`src/common/status_responder_defs.vh`:
```
/*
 * constants of the drive status query responder: command codes, frame
 * layout, motion status bit positions, transfer-error bit positions and
 * the register map reached over axi4-lite.
 * assumes it is included once per compilation unit by its bare name.
 */
`ifndef STATUS_RESPONDER_DEFS_VH
`define STATUS_RESPONDER_DEFS_VH

// command codes
`define CMD_GSTAT        8'h10
`define CMD_ERRSTAT      8'h11
`define CMD_STAT         8'h12
`define CMD_RESET        8'h21
`define CMD_START        8'h31
`define CMD_STOP         8'h32
`define CMD_VSET         8'h41
`define CMD_PSET         8'h43
`define CMD_DSET         8'h44
`define ADDR_GLOBAL      8'hff

// motion status bit positions (16-bit word, high byte at 15:8)
`define MS_VEL_READY     1
`define MS_POS_READY     2
`define MS_ALWAYS_ONE    4
`define MS_NOT_AT_END    5
`define MS_VEL_RUN       6
`define MS_POS_RUN       7
`define MS_JOG           9
`define MS_DECEL         10
`define MS_RSVD0         0
`define MS_RSVD3         3
`define MS_RESET         8'h16

// transfer-error bit positions (16-bit word)
`define TE_FRAMING       0
`define TE_CHECKSUM      2
`define TE_COUNT         4
`define TE_BADCMD        9
`define TE_FAULT         6

// answer lengths in bytes, address through checksum
`define LEN_GSTAT        5'd16
`define LEN_ERRSTAT      5'd7
`define LEN_STAT         5'd14
`define LEN_PLAIN        5'd5
`define LEN_MAX          5'd16

// received frame lengths in bytes, address through checksum
`define FRAME_LEN_VSET   4'd7
`define FRAME_LEN_PSET   4'd9
`define FRAME_LEN_PLAIN  4'd3

// register byte offsets
`define REG_CTRL         8'h00
`define REG_STATUS       8'h04
`define REG_POSITION     8'h08
`define REG_VEL_TEMP     8'h0c
`define REG_FAULT        8'h10
`define REG_DEV_ADDR     8'h14
`define REG_RX           8'h18
`define REG_TX           8'h1c

// control register bit positions
`define CTRL_END_REACHED 0
`define CTRL_DECEL       1
`define CTRL_JOG         2
`define CTRL_RX_ERR      3

// reset value of the device address
`define DEV_ADDR_RESET   8'h01
`define AXI_OKAY         2'b00
`define AXI_SLVERR       2'b10

`endif

```
`src/core/frame_checksum.v`:
```
/*
 * running exclusive-or checksum of frame bytes.
 * assumes clear and add are pulses from logic on the same clock.
 */
`timescale 1ns/1ns
`default_nettype none
module frame_checksum (
  input  wire       aclk,
  input  wire       aresetn,
  input  wire       clear,
  input  wire       add,
  input  wire [7:0] data,
  output wire [7:0] sum
);
  reg [7:0] sum_q; // running xor of bytes since clear

  // accumulate xor; clear restarts the frame
  always @(posedge aclk) begin
    if (!aresetn) begin
      sum_q <= 8'h00;
    end else if (clear) begin
      sum_q <= 8'h00;
    end else if (add) begin
      sum_q <= sum_q ^ data;
    end
  end

  assign sum = sum_q;
endmodule
`default_nettype wire

```
`src/core/axil_slave.v`:
```
/*
 * axi4-lite slave front end: accepts one write and one read at a time,
 * hands single-cycle strobes to the register file and returns responses.
 * assumes the register file answers reads combinationally.
 */
`timescale 1ns/1ns
`include "status_responder_defs.vh"
`default_nettype none
module axil_slave (
  input  wire        aclk,
  input  wire        aresetn,
  input  wire [7:0]  s_axi_awaddr,
  input  wire        s_axi_awvalid,
  output reg         s_axi_awready,
  input  wire [31:0] s_axi_wdata,
  input  wire [3:0]  s_axi_wstrb,
  input  wire        s_axi_wvalid,
  output reg         s_axi_wready,
  output reg  [1:0]  s_axi_bresp,
  output reg         s_axi_bvalid,
  input  wire        s_axi_bready,
  input  wire [7:0]  s_axi_araddr,
  input  wire        s_axi_arvalid,
  output reg         s_axi_arready,
  output reg  [31:0] s_axi_rdata,
  output reg  [1:0]  s_axi_rresp,
  output reg         s_axi_rvalid,
  input  wire        s_axi_rready,
  output reg         wr_stb,
  output reg  [7:0]  wr_addr,
  output reg  [31:0] wr_data,
  output reg  [3:0]  wr_strb,
  input  wire        wr_ok,
  output wire        rd_stb,
  output wire [7:0]  rd_addr,
  input  wire [31:0] rd_data,
  input  wire        rd_ok
);
  reg aw_have_q; // write address held
  reg w_have_q;  // write data held

  // write channel: take address and data in any order, then strobe once
  always @(posedge aclk) begin
    if (!aresetn) begin
      s_axi_awready <= 1'b1;
      s_axi_wready  <= 1'b1;
      aw_have_q     <= 1'b0;
      w_have_q      <= 1'b0;
      wr_stb        <= 1'b0;
      wr_addr       <= 8'h00;
      wr_data       <= 32'h00000000;
      wr_strb       <= 4'h0;
      s_axi_bvalid  <= 1'b0;
      s_axi_bresp   <= `AXI_OKAY;
    end else begin
      wr_stb <= 1'b0;
      if (s_axi_awvalid && s_axi_awready) begin
        wr_addr       <= s_axi_awaddr;
        aw_have_q     <= 1'b1;
        s_axi_awready <= 1'b0;
      end
      if (s_axi_wvalid && s_axi_wready) begin
        wr_data      <= s_axi_wdata;
        wr_strb      <= s_axi_wstrb;
        w_have_q     <= 1'b1;
        s_axi_wready <= 1'b0;
      end
      // both held and no response pending: apply the write
      if (aw_have_q && w_have_q && !s_axi_bvalid && !wr_stb) begin
        wr_stb <= 1'b1;
      end
      // response one cycle after the strobe
      if (wr_stb) begin
        s_axi_bvalid <= 1'b1;
        s_axi_bresp  <= wr_ok ? `AXI_OKAY : `AXI_SLVERR;
        aw_have_q    <= 1'b0;
        w_have_q     <= 1'b0;
      end
      if (s_axi_bvalid && s_axi_bready) begin
        s_axi_bvalid  <= 1'b0;
        s_axi_awready <= 1'b1;
        s_axi_wready  <= 1'b1;
      end
    end
  end

  assign rd_stb  = s_axi_arvalid && s_axi_arready;
  assign rd_addr = s_axi_araddr;

  // read channel: data registered the cycle after the address is taken
  always @(posedge aclk) begin
    if (!aresetn) begin
      s_axi_arready <= 1'b1;
      s_axi_rvalid  <= 1'b0;
      s_axi_rdata   <= 32'h00000000;
      s_axi_rresp   <= `AXI_OKAY;
    end else if (rd_stb) begin
      s_axi_arready <= 1'b0;
      s_axi_rvalid  <= 1'b1;
      s_axi_rdata   <= rd_data;
      s_axi_rresp   <= rd_ok ? `AXI_OKAY : `AXI_SLVERR;
    end else if (s_axi_rvalid && s_axi_rready) begin
      s_axi_rvalid  <= 1'b0;
      s_axi_arready <= 1'b1;
    end
  end
endmodule
`default_nettype wire

```
`src/core/drive_status_query_responder.v`:
```
/*
 * command interpreter of a positioning drive's serial link: keeps the
 * motion status word, parses received frames and builds the answers.
 * assumes a byte receiver feeds frame bytes into a register and a byte
 * transmitter drains answer bytes from one, both behind axi4-lite.
 */
// The implementer's own choices: the AXI4-Lite register port and the register addresses.
`timescale 1ns/1ns
`include "status_responder_defs.vh"
`default_nettype none
module drive_status_query_responder (
  input  wire        aclk,
  input  wire        aresetn,
  input  wire [7:0]  s_axi_awaddr,
  input  wire        s_axi_awvalid,
  output wire        s_axi_awready,
  input  wire [31:0] s_axi_wdata,
  input  wire [3:0]  s_axi_wstrb,
  input  wire        s_axi_wvalid,
  output wire        s_axi_wready,
  output wire [1:0]  s_axi_bresp,
  output wire        s_axi_bvalid,
  input  wire        s_axi_bready,
  input  wire [7:0]  s_axi_araddr,
  input  wire        s_axi_arvalid,
  output wire        s_axi_arready,
  output wire [31:0] s_axi_rdata,
  output wire [1:0]  s_axi_rresp,
  output wire        s_axi_rvalid,
  input  wire        s_axi_rready,
  output reg         motor_stop
);
  // bus strobes
  wire        wr_stb;
  wire [7:0]  wr_addr;
  wire [31:0] wr_data;
  wire [3:0]  wr_strb;
  wire        rd_stb;
  wire [7:0]  rd_addr;
  reg  [31:0] rd_data;
  reg         rd_ok;
  reg         wr_ok;
  // drive state
  reg [7:0]  ms_low_q;     // motion status low byte
  reg        jog_q;        // jog keys enabled
  reg        decel_q;      // drive decelerating
  reg [31:0] position_q;   // actual position
  reg [15:0] velocity_q;   // rpm times ten
  reg [7:0]  temp_q;       // degrees celsius
  reg [15:0] fault_q;      // drive fault word
  reg [7:0]  dev_addr_q;   // active address
  reg [7:0]  new_addr_q;   // pending address
  reg        rx_err_q;     // framing/parity/overrun seen in frame
  // frame reception
  reg [7:0]  rx_buf_q [0:7];   // first frame bytes
  reg [3:0]  rx_cnt_q;         // bytes received
  wire [7:0] rx_sum;
  // answer buffer
  reg [7:0]  tx_buf_q [0:15];  // answer bytes
  reg [4:0]  tx_len_q;         // answer length
  reg [4:0]  tx_rd_q;          // next byte to hand out
  reg [15:0] sci_err;          // transfer-error word of current frame
  integer    i;

  axil_slave bus (
    .aclk          (aclk),
    .aresetn       (aresetn),
    .s_axi_awaddr  (s_axi_awaddr),
    .s_axi_awvalid (s_axi_awvalid),
    .s_axi_awready (s_axi_awready),
    .s_axi_wdata   (s_axi_wdata),
    .s_axi_wstrb   (s_axi_wstrb),
    .s_axi_wvalid  (s_axi_wvalid),
    .s_axi_wready  (s_axi_wready),
    .s_axi_bresp   (s_axi_bresp),
    .s_axi_bvalid  (s_axi_bvalid),
    .s_axi_bready  (s_axi_bready),
    .s_axi_araddr  (s_axi_araddr),
    .s_axi_arvalid (s_axi_arvalid),
    .s_axi_arready (s_axi_arready),
    .s_axi_rdata   (s_axi_rdata),
    .s_axi_rresp   (s_axi_rresp),
    .s_axi_rvalid  (s_axi_rvalid),
    .s_axi_rready  (s_axi_rready),
    .wr_stb        (wr_stb),
    .wr_addr       (wr_addr),
    .wr_data       (wr_data),
    .wr_strb       (wr_strb),
    .wr_ok         (wr_ok),
    .rd_stb        (rd_stb),
    .rd_addr       (rd_addr),
    .rd_data       (rd_data),
    .rd_ok         (rd_ok)
  );

  // frame byte and end-of-frame writes
  wire rx_byte = wr_stb && (wr_addr == `REG_RX) && !wr_data[8] && wr_strb[0];
  wire rx_end  = wr_stb && (wr_addr == `REG_RX) && wr_data[8];
  wire tx_pop  = rd_stb && (rd_addr == `REG_TX);
  frame_checksum rx_check (
    .aclk    (aclk),
    .aresetn (aresetn),
    .clear   (rx_end),
    .add     (rx_byte),
    .data    (wr_data[7:0]),
    .sum     (rx_sum)
  );

  wire [7:0]  cmd     = rx_buf_q[1];
  wire [15:0] ms_word = {5'h00, decel_q, jog_q, 1'b0, ms_low_q};

  // expected frame length for a received command
  function [3:0] cmd_len;
    input [7:0] c;
    begin
      case (c)
        `CMD_VSET:            cmd_len = `FRAME_LEN_VSET;
        `CMD_PSET, `CMD_DSET: cmd_len = `FRAME_LEN_PSET;
        default:              cmd_len = `FRAME_LEN_PLAIN;
      endcase
    end
  endfunction

  // command is one this block understands
  function known_cmd;
    input [7:0] c;
    begin
      case (c)
        `CMD_GSTAT, `CMD_ERRSTAT, `CMD_STAT, `CMD_RESET, `CMD_START,
        `CMD_STOP, `CMD_VSET, `CMD_PSET, `CMD_DSET: known_cmd = 1'b1;
        default: known_cmd = 1'b0;
      endcase
    end
  endfunction

  // transfer-error word for the frame just closed
  always @* begin
    sci_err = 16'h0000;
    sci_err[`TE_FRAMING]  = rx_err_q;
    sci_err[`TE_CHECKSUM] = (rx_sum != 8'h00);
    sci_err[`TE_COUNT]    = (rx_cnt_q != cmd_len(cmd));
    sci_err[`TE_BADCMD]   = !known_cmd(cmd);
    sci_err[`TE_FAULT]    = (fault_q != 16'h0000);
  end

  wire frame_good = (sci_err[5:0] == 6'h00) && (sci_err[15:8] == 8'h00);
  wire for_us     = (rx_cnt_q != 4'd0) && (rx_buf_q[0] == dev_addr_q) && (rx_buf_q[0] != `ADDR_GLOBAL);
  // receive buffer and byte count
  always @(posedge aclk) begin
    if (!aresetn) begin
      rx_cnt_q <= 4'd0;
      rx_err_q <= 1'b0;
      for (i = 0; i < 8; i = i + 1) begin
        rx_buf_q[i] <= 8'h00;
      end
    end else if (rx_end) begin
      rx_cnt_q <= 4'd0;
      rx_err_q <= 1'b0;
    end else begin
      if (rx_byte) begin
        if (rx_cnt_q < 4'd8) begin
          rx_buf_q[rx_cnt_q[2:0]] <= wr_data[7:0];
        end
        if (rx_cnt_q != 4'hf) begin
          rx_cnt_q <= rx_cnt_q + 4'd1;
        end
      end
      // receiver reports line errors through the control register
      if (wr_stb && wr_addr == `REG_CTRL && wr_data[`CTRL_RX_ERR]) begin
        rx_err_q <= 1'b1; // clear at end-of-frame wins over set; only end-of-frame clears
      end
    end
  end

  // motion status, drive values and answer assembly
  always @(posedge aclk) begin
    if (!aresetn) begin
      ms_low_q   <= `MS_RESET;
      jog_q      <= 1'b0;
      decel_q    <= 1'b0;
      position_q <= 32'h00000000;
      velocity_q <= 16'h0000;
      temp_q     <= 8'h00;
      fault_q    <= 16'h0000;
      dev_addr_q <= `DEV_ADDR_RESET;
      new_addr_q <= `DEV_ADDR_RESET;
      motor_stop <= 1'b0;
      tx_len_q   <= 5'd0;
      tx_rd_q    <= 5'd0;
    end else begin
      motor_stop <= 1'b0;
      ms_low_q[`MS_ALWAYS_ONE] <= 1'b1;
      ms_low_q[`MS_RSVD0] <= 1'b0;
      ms_low_q[`MS_RSVD3] <= 1'b0;
      // software-visible drive values
      if (wr_stb) begin
        case (wr_addr)
          `REG_CTRL: begin
            decel_q <= wr_data[`CTRL_DECEL];
            jog_q   <= wr_data[`CTRL_JOG];
            if (wr_data[`CTRL_END_REACHED]) begin
              ms_low_q[`MS_NOT_AT_END] <= 1'b0;
              ms_low_q[`MS_POS_RUN]    <= 1'b0;
            end
          end
          `REG_POSITION: position_q <= wr_data;
          `REG_VEL_TEMP: begin
            velocity_q <= wr_data[15:0];
            temp_q     <= wr_data[23:16];
          end
          `REG_FAULT: fault_q <= fault_q | wr_data[15:0];
          `REG_DEV_ADDR: new_addr_q <= wr_data[7:0];
          default: ;
        endcase
      end
      if (tx_pop && tx_rd_q < tx_len_q) begin
        tx_rd_q <= tx_rd_q + 5'd1;
      end
      // close of a frame addressed to this drive
      if (rx_end && for_us) begin
        if (frame_good) begin
          case (cmd)
            `CMD_VSET: ms_low_q[`MS_VEL_READY] <= 1'b0;
            `CMD_PSET, `CMD_DSET: ms_low_q[`MS_POS_READY] <= 1'b0;
            `CMD_START: begin
              ms_low_q[`MS_VEL_READY] <= 1'b1;
              ms_low_q[`MS_POS_READY] <= 1'b1;
              ms_low_q[`MS_NOT_AT_END] <= 1'b1;
              if (!ms_low_q[`MS_VEL_READY]) begin
                ms_low_q[`MS_VEL_RUN] <= 1'b1;
              end else if (!ms_low_q[`MS_POS_READY]) begin
                ms_low_q[`MS_POS_RUN] <= 1'b1;
              end
            end
            `CMD_STOP: begin
              ms_low_q[`MS_VEL_RUN] <= 1'b0;
              ms_low_q[`MS_POS_RUN] <= 1'b0;
              motor_stop <= 1'b1;
            end
            `CMD_RESET: begin
              ms_low_q[`MS_VEL_RUN] <= 1'b0;
              ms_low_q[`MS_POS_RUN] <= 1'b0;
              motor_stop <= 1'b1;
              fault_q    <= 16'h0000;
              dev_addr_q <= new_addr_q;
            end
            default: ;
          endcase
        end
        // header: address, echoed command, transfer-error high then low
        tx_buf_q[0] <= rx_buf_q[0];
        tx_buf_q[1] <= cmd;
        tx_buf_q[2] <= sci_err[15:8];
        tx_buf_q[3] <= sci_err[7:0];
        tx_len_q <= `LEN_PLAIN;
        if (frame_good && (cmd == `CMD_GSTAT || cmd == `CMD_STAT)) begin
          tx_buf_q[4]  <= ms_word[15:8];
          tx_buf_q[5]  <= ms_word[7:0];
          tx_buf_q[6]  <= position_q[31:24];
          tx_buf_q[7]  <= position_q[23:16];
          tx_buf_q[8]  <= position_q[15:8];
          tx_buf_q[9]  <= position_q[7:0];
          tx_buf_q[10] <= velocity_q[15:8];
          tx_buf_q[11] <= velocity_q[7:0];
          tx_buf_q[12] <= temp_q;
          tx_buf_q[13] <= fault_q[15:8];
          tx_buf_q[14] <= fault_q[7:0];
          tx_len_q <= (cmd == `CMD_GSTAT) ? `LEN_GSTAT : `LEN_STAT;
        end else if (frame_good && cmd == `CMD_ERRSTAT) begin
          tx_buf_q[4] <= fault_q[15:8];
          tx_buf_q[5] <= fault_q[7:0];
          tx_len_q <= `LEN_ERRSTAT;
        end
        tx_rd_q  <= 5'd0;
      end else if (rx_end) begin
        tx_len_q <= 5'd0;
        tx_rd_q  <= 5'd0;
      end
    end
  end

  // checksum over bytes before the last one
  function [7:0] tx_sum;
    input [4:0] n;
    integer k;
    begin
      tx_sum = 8'h00;
      for (k = 0; k < 15; k = k + 1) begin
        if (k < n - 1) begin
          tx_sum = tx_sum ^ tx_buf_q[k];
        end
      end
    end
  endfunction

  // register read mux; tx register hands out next answer byte
  always @* begin
    rd_ok = 1'b1;
    wr_ok = (wr_addr <= `REG_RX) && (wr_addr[1:0] == 2'b00) && (wr_addr != `REG_STATUS);
    case (rd_addr)
      `REG_CTRL:     rd_data = {28'h0000000, 1'b0, jog_q, decel_q, 1'b0};
      `REG_STATUS:   rd_data = {16'h0000, ms_word};
      `REG_POSITION: rd_data = position_q;
      `REG_VEL_TEMP: rd_data = {8'h00, temp_q, velocity_q};
      `REG_FAULT:    rd_data = {16'h0000, fault_q};
      `REG_DEV_ADDR: rd_data = {16'h0000, new_addr_q, dev_addr_q};
      `REG_RX:       rd_data = {28'h0000000, rx_cnt_q};
      `REG_TX: begin
        if (tx_rd_q < tx_len_q) begin
          rd_data = {23'h000000, 1'b1,
                     (tx_rd_q == tx_len_q - 5'd1) ? tx_sum(tx_len_q) : tx_buf_q[tx_rd_q[3:0]]};
        end else begin
          rd_data = 32'h00000000;
        end
      end
      default: begin
        rd_data = 32'h00000000;
        rd_ok   = 1'b0;
      end
    endcase
  end
endmodule
`default_nettype wire

```
`config.mk`:
```
export PLATFORM = sky130hd
export DESIGN_NAME = drive_status_query_responder
export DESIGN_NICKNAME = d
export VERILOG_FILES = /design/src/core/frame_checksum.v /design/src/core/axil_slave.v /design/src/core/drive_status_query_responder.v
export VERILOG_INCLUDE_DIRS = /design/src /design/src/common
export SDC_FILE = /design/constraint.sdc
export NUM_CORES = 1
export LEC_CHECK = 0
export BUFFER_PORTS_ARGS = -buffer_cell sky130_fd_sc_hd__buf_2
export CORE_AREA = 2 2 176 178
export CTS_BUF_LIST = sky130_fd_sc_hd__clkbuf_8 sky130_fd_sc_hd__clkbuf_16
export CTS_CLUSTER_SIZE = 16
export DETAILED_ROUTE_END_ITERATION = 6
export DIE_AREA = 0 0 178 180
export PLACE_DENSITY_LB_ADDON = 0.3
export SETUP_SLACK_MARGIN = 0.15
export SYNTH_ARGS = -nofsm -noshare
export SYNTH_HDL_FRONTEND = slang
export SYNTH_HIERARCHICAL = 1
export SYNTH_SLANG_ARGS = --single-unit
```
`constraint.sdc`:
```
create_clock -name aclk -period 5.85 [get_ports aclk]
set_input_delay 1.4625 -clock aclk [delete_from_list [all_inputs] [get_ports aclk]]
set_output_delay 1.4625 -clock aclk [all_outputs]
set_load 0.05 [all_outputs]
```
Word level (Yosys, flattened, before mapping):

Memories as Yosys holds them, arrays and structs flattened. A register that Yosys moved wholly into a read port is not among the register bits.
Index checks and enable logic that the tools add are counted.

* bits in writable memories: 192
* output and inout port bits: 42
* register bits: 207
* memories: 2
* word-level logic and storage cells: 272
* bits of input ports: 59

* bitwise operators: 19
* add/sub/neg operators: 4
* eq/ne operators: 28
* order comparisons: 18
* mux-type cells: 107
* reductions and logical operators: 61

Memories
* tx_buf_q: depth 16, width 8, read ports 16, clocked after Yosys merged registers in 1, write ports 15, RTL line drive_status_query_responder.v:59 `reg [7:0] tx_buf_q [0:15];`
* rx_buf_q: depth 8, width 8, read ports 2, clocked after Yosys merged registers in 0, write ports 8, RTL line drive_status_query_responder.v:55 `reg [7:0] rx_buf_q [0:7];`

Operators with widths (number)
* 2-to-1 mux 8 bit: 47
* case mux 32 bit (8 select lines): 1
* less-than comparator 4 x 32 -> 1 bit (first input constant): 7
* less-than comparator 3 x 32 -> 1 bit (first input constant): 4
* XOR 8 bit: 15
* equality test 8 x 5 -> 1 bit (second input constant): 10
* 2-to-1 mux 16 bit: 5
* less-than comparator 1 x 32 -> 1 bit (first input constant): 2
* less-than comparator 2 x 32 -> 1 bit (first input constant): 2
* 2-to-1 mux 1 bit: 37
* equality test 8 x 4 -> 1 bit (second input constant): 4
* equality test 8 x 6 -> 1 bit (second input constant): 3
* equality test 8 x 7 -> 1 bit (second input constant): 3
* logical AND 1 bit: 24
* logical NOT 8 bit: 3
* 2-to-1 mux 5 bit: 4
* bitwise OR 16 bit: 1
* nonzero test 16 bit: 1
* OR reduction 8 bit: 2
* AND reduction 3 bit: 4
* AND reduction 2 bit: 5
* nonzero test 2 bit: 5
* OR reduction 2 bit: 5
* 2-to-1 mux 3 bit: 3
* 32 further kinds: 40

Logic depth before layout (Yosys ltp):

* word-level depth: 62
* gate-level depth with buffers: 16
* mapped depth without buffers: 13

Hierarchy:

Netlist, hierarchy kept.

By module, submodules not included
* drive_status_query_responder: instances 1, cells each 1232, area each 12592.1 um2
* axil_slave: instances 1, cells each 391, area each 3468.3 um2
* frame_checksum: instances 1, cells each 36, area each 384.1 um2

Worst setup path before layout:

OpenSTA, ideal clock, no wires.

* path type: register to register
* start: register rx_cnt_q[0]
* end: memory tx_buf_q[10][0], enable pin
* setup time: 0.440 ns
* cell stages (with the launch flop): 10
* slack: 1.078 ns
* arrival time: 4.332 ns
* cell sequence: dfxtp_1 clkbuf_1 inv_1 clkbuf_1 ha_1 a21oi_1 nand4_1 nor4_1 and4_1 and3_1

RTL lines
* start: declaration: RTL line drive_status_query_responder.v:56 `reg [3:0] rx_cnt_q;`
* start signal: assignment: RTL line drive_status_query_responder.v:165 `rx_cnt_q <= rx_cnt_q + 4'd1;`
* end: declaration: RTL line drive_status_query_responder.v:59

Worst setup path after layout:

* start: register tx_len_q[1]
* end: register bus.s_axi_rdata[0]

* longest elaborated chain between the ends: 62
* elaborated cells on any way between the ends: 79
* classes of those cells: add/sub (2); order compare (16); eq/ne (1); mux (46); bitwise (14)

RTL lines
* start: declaration: RTL line drive_status_query_responder.v:60 `reg [4:0] tx_len_q;`
* start signal: assignment: RTL line drive_status_query_responder.v:255 `` tx_len_q <= `LEN_PLAIN; ``
* start signal: assignment: RTL line drive_status_query_responder.v:268 `` tx_len_q <= (cmd == `CMD_GSTAT) ? `LEN_GSTAT : `LEN_STAT; ``
* start signal: assignment: RTL line drive_status_query_responder.v:272 `` tx_len_q <= `LEN_ERRSTAT; ``
* subtractor 5 x 1 -> 6 bit: RTL line drive_status_query_responder.v:289 `if (k < n - 1) begin`
* less-than comparator 1 x 32 -> 1 bit: RTL line drive_status_query_responder.v:289
* 2-to-1 mux 8 bit: RTL line drive_status_query_responder.v:289
* 2-to-1 mux 8 bit: RTL line drive_status_query_responder.v:309 `if (tx_rd_q < tx_len_q) begin`
* 2-to-1 mux 8 bit: RTL line drive_status_query_responder.v:300 `case (rd_addr)`
* XOR 8 bit: RTL line drive_status_query_responder.v:290 `tx_sum = tx_sum ^ tx_buf_q[k];`
* 2-to-1 mux 8 bit: RTL line drive_status_query_responder.v:289
* 2-to-1 mux 8 bit: RTL line drive_status_query_responder.v:309
* [... 47 more ...]
* 2-to-1 mux 8 bit: RTL line drive_status_query_responder.v:309
* 2-to-1 mux 8 bit: RTL line drive_status_query_responder.v:300
* XOR 8 bit: RTL line drive_status_query_responder.v:290
* 2-to-1 mux 8 bit: RTL line drive_status_query_responder.v:289
* 2-to-1 mux 8 bit: RTL line drive_status_query_responder.v:311 `(tx_rd_q == tx_len_q - 5'd1) ? tx_sum(tx_len_q) : tx_buf_q[tx_rd_q[3:0]]};`
* 2-to-1 mux 9 bit (*): RTL line drive_status_query_responder.v:309
* case mux 32 bit (8 select lines) (*): RTL line drive_status_query_responder.v:300
* named net rd_data[0]: RTL line drive_status_query_responder.v:40 `reg [31:0] rd_data;`
* end signal: assignment: RTL line axil_slave.v:100 `s_axi_rdata <= rd_data;`
* end: declaration: RTL line axil_slave.v:25 `output reg [31:0] s_axi_rdata,`

Mark *: on every way through the listed nets, which the timed path passes. The rest lies on a longest branch. The select of a mux whose other input is x is not followed.
A chain may end at the register's enable or synchronous reset.

==> flow_summary.json <==
{
  "status": "finished with violations",
  "violations": "design-rule violations",
  "dr_total_vias": 12758,
  "rrSetupSlack_ps": 1410,
  "skew_ps": 24.7,
  "grt_start_max_net_pins": 93,
  "critical_path.slowest_cell": "nor3_1",
  "gp_congestion": 0.992,
  "avgSynthCellArea_um2": 9.92,
  "synth_cells": 1647,
  "crit_top_cell": "xnor3_1",
  "critPathBufInv": 1,
  "cts_resized": 0,
  "cts_buffers": 36,
  "grt-ovfl-total": 0,
  "r2r_start": "tx_len_q[1]",
  "cp_data_arrival_time_ps": 4900,
  "timing.final.crit_share": 0.759,
  "worstPathRequired_ps": 6300,
  "tightest_slew_ps": 1260,
  "drt_iter0_markers": 1152,
  "worst_path_largest_cell_delay_ps": 760,
  "layout_min_cycle_time_ps": 4440,
  "hold_violations": 0,
  "clock_latency_ps": 530,
  "drv_cap": 0,
  "place_hpwl_um": 33000,
  "ant_nets": 0,
  "relSlewSlack": 0.159,
  "fmax_ghz": 0.225,
  "min_to": "bus/wr_data[25]",
  "swShare": 0.223,
  "crit_fanout": 18,
  "power_density_nw_per_um2": 270,
  "comb_power_share": 0.034,
  "min-delay-start": "bus/wr_data[25]",
  "drc": 3,
  "ctsLongestPathBuffers": 3,
  "hp-class": "flop to flop",
  "port_buffers": 95,
  "setup-tns-final_ps": 0,
  "avgViaCountPerCell": 6.09,
  "peakVddDrop_uv": 273,
  "totalWireLength_um": 46700,
  "rows": 64,
  "clk_pin_slew_ps": 60,
  "area_growth_pct": 9.90,
  "crit_type": "flop to flop",
  "clkPwrFrac": 0.463,
  "p_int_w": 0.00377,
  "ys_warn_count": 6,
  "grt_first_pass_wirelength_um": 71600,
  "syn_area_um2": 16300,
  "setup_viol": 0,
  "multi_input_area_um2": 7730,
  "tritoncts": "built",
  "p_sw_w": 0.00108,
  "htree_levels": 2,
  "die_h_um": 180,
  "grt_pass1_vias": 12126,
  "rsz0062_at_grt": "false",
  "rr_worst_depth": 13,
  "start_util": 0.541,
  "drive_gt1_frac": 0.151,
  "clock_sinks": 331,
  "fin_hold_ws_ps": 451,
  "hold_buffers": 0,
  "maxSlewViolCount": 0,
  "path_cells": "inv_1 > ha_1 > nor2b_1 > and3_1 > nor3_1 > and2_1 > xnor3_1 > xnor3_1 > xnor3_1 > a21oi_1 > a211o_1 > nand4_1 > o21ai_1",
  "worstSetupStartpointType": "flop",
  "root_buffer": "clkbuf_16",
  "core-area_um2": 30200,
  "wl_per_cell_um": 22.3,
  "endpoint_kind": "flop",
  "drtPass1Iterations": 7,
  "post-cts-setup-buffer-count": 0,
  "dieArea_um2": 32000,
  "seq_power_share": 0.503,
  "r2r_end": "bus/s_axi_rdata[0]",
  "num_io_pins": 101,
  "leakage_nw": 6.57,
  "track_usage": 0.292,
  "min_path_cells": 2,
  "antenna_found_initial": 1,
  "fill_cells": 2521,
  "regArea_um2": 7880,
  "crit_family": "simple AND/OR/NAND/NOR gates",
  "die_x_um": 178,
  "nets": 1739
}
## per-stage QoR
stage	util	setup WS [ps]	cells	area (um2)	total power (W)
3_5_place_dp	0.556	1550	2028	16800	0.00265
6_report	0.595	1410	2094	18000	0.00485
2_1_floorplan	-	1080	1648	16300	0.00261
5_1_grt	0.595	1250	2093	18000	0.00498
3_3_place_gp	0.556	1570	2028	16800	0.00265
4_1_cts	0.595	1540	2093	18000	0.00487
## cell type report
cell class | instances | share of cell area
well taps | 396 | 0.0276
repair buffers | 112 | 0.0339
multi-input cells | 1171 | 0.430
flip-flops and latches | 331 | 0.439
clock inverters | 27 | 0.0126
clock buffers | 38 | 0.0530
diodes | 1 | 0.000139
inverters | 18 | 0.00376
## worst min-delay path: cells and delay by family (launching register included)
| kind | cells | cell delay (ps) |
|---|---|---|
| compound gates | 1 | 50 |
| simple gates | 1 | 50 |
| flops | 1 | 310 |
## routing by layer
| metal | wire [um] | track usage |
|---|---|---|
| met2 | 20700 | 0.437 |
| met5 | 0 | 0 |
| met1 | 19100 | 0.403 |
| met3 | 4500 | 0.0649 |
| met4 | 2400 | 0.140 |
## power by group through the flow
stage | clock (W) | combinational [W] | sequential, W
floorplan | 0 | 0.000125 | 0.00248
global placement | 0 | 0.000158 | 0.00249
detailed placement | 0 | 0.000161 | 0.00249
CTS | 0.00227 | 0.000162 | 0.00244
global route | 0.00236 | 0.000178 | 0.00244
finish | 0.00225 | 0.000163 | 0.00244
## how the worst max path moves through the flow
stage / start / cells after the start / to
after global placement: s_axi_araddr[0] / 12 / bus/s_axi_rdata[3]
after floorplan: rx_cnt_q[0] / 9 / tx_buf_q[10][0]
after CTS: tx_len_q[1] / 13 / bus/s_axi_rdata[0]
final: tx_len_q[1] / 13 / bus/s_axi_rdata[0]
after global routing: tx_len_q[0] / 13 / bus/s_axi_rdata[0]
after detailed placement: s_axi_araddr[0] / 12 / bus/s_axi_rdata[3]
## layout by cell type, fill, tap and decap left out, types with 51 or more instances in the layout
cell type  count
nand4_1       82
xnor2_1       61
a21boi_0      58
o21ai_0       55
nor2_1        60
dfxtp_1      205
o21ai_1       51
buf_2         94
nand2_1      290
edfxtp_1     125
## sequential cells by signal (all words and copies together), names as in the netlist, 4 cells and up, named ones only
signal           flops
rx_buf_q            16
tx_buf_q           109
position_q          32
bus/wr_addr          8
velocity_q          16
rx_check/sum         8
fault_q             16
bus/s_axi_rdata     32
ms_low_q             5
rx_cnt_q             4
dev_addr_q           8
bus/wr_data         32
new_addr_q           8
temp_q               8
tx_len_q             5
tx_rd_q              5
(Power assumes the default switching activity.)
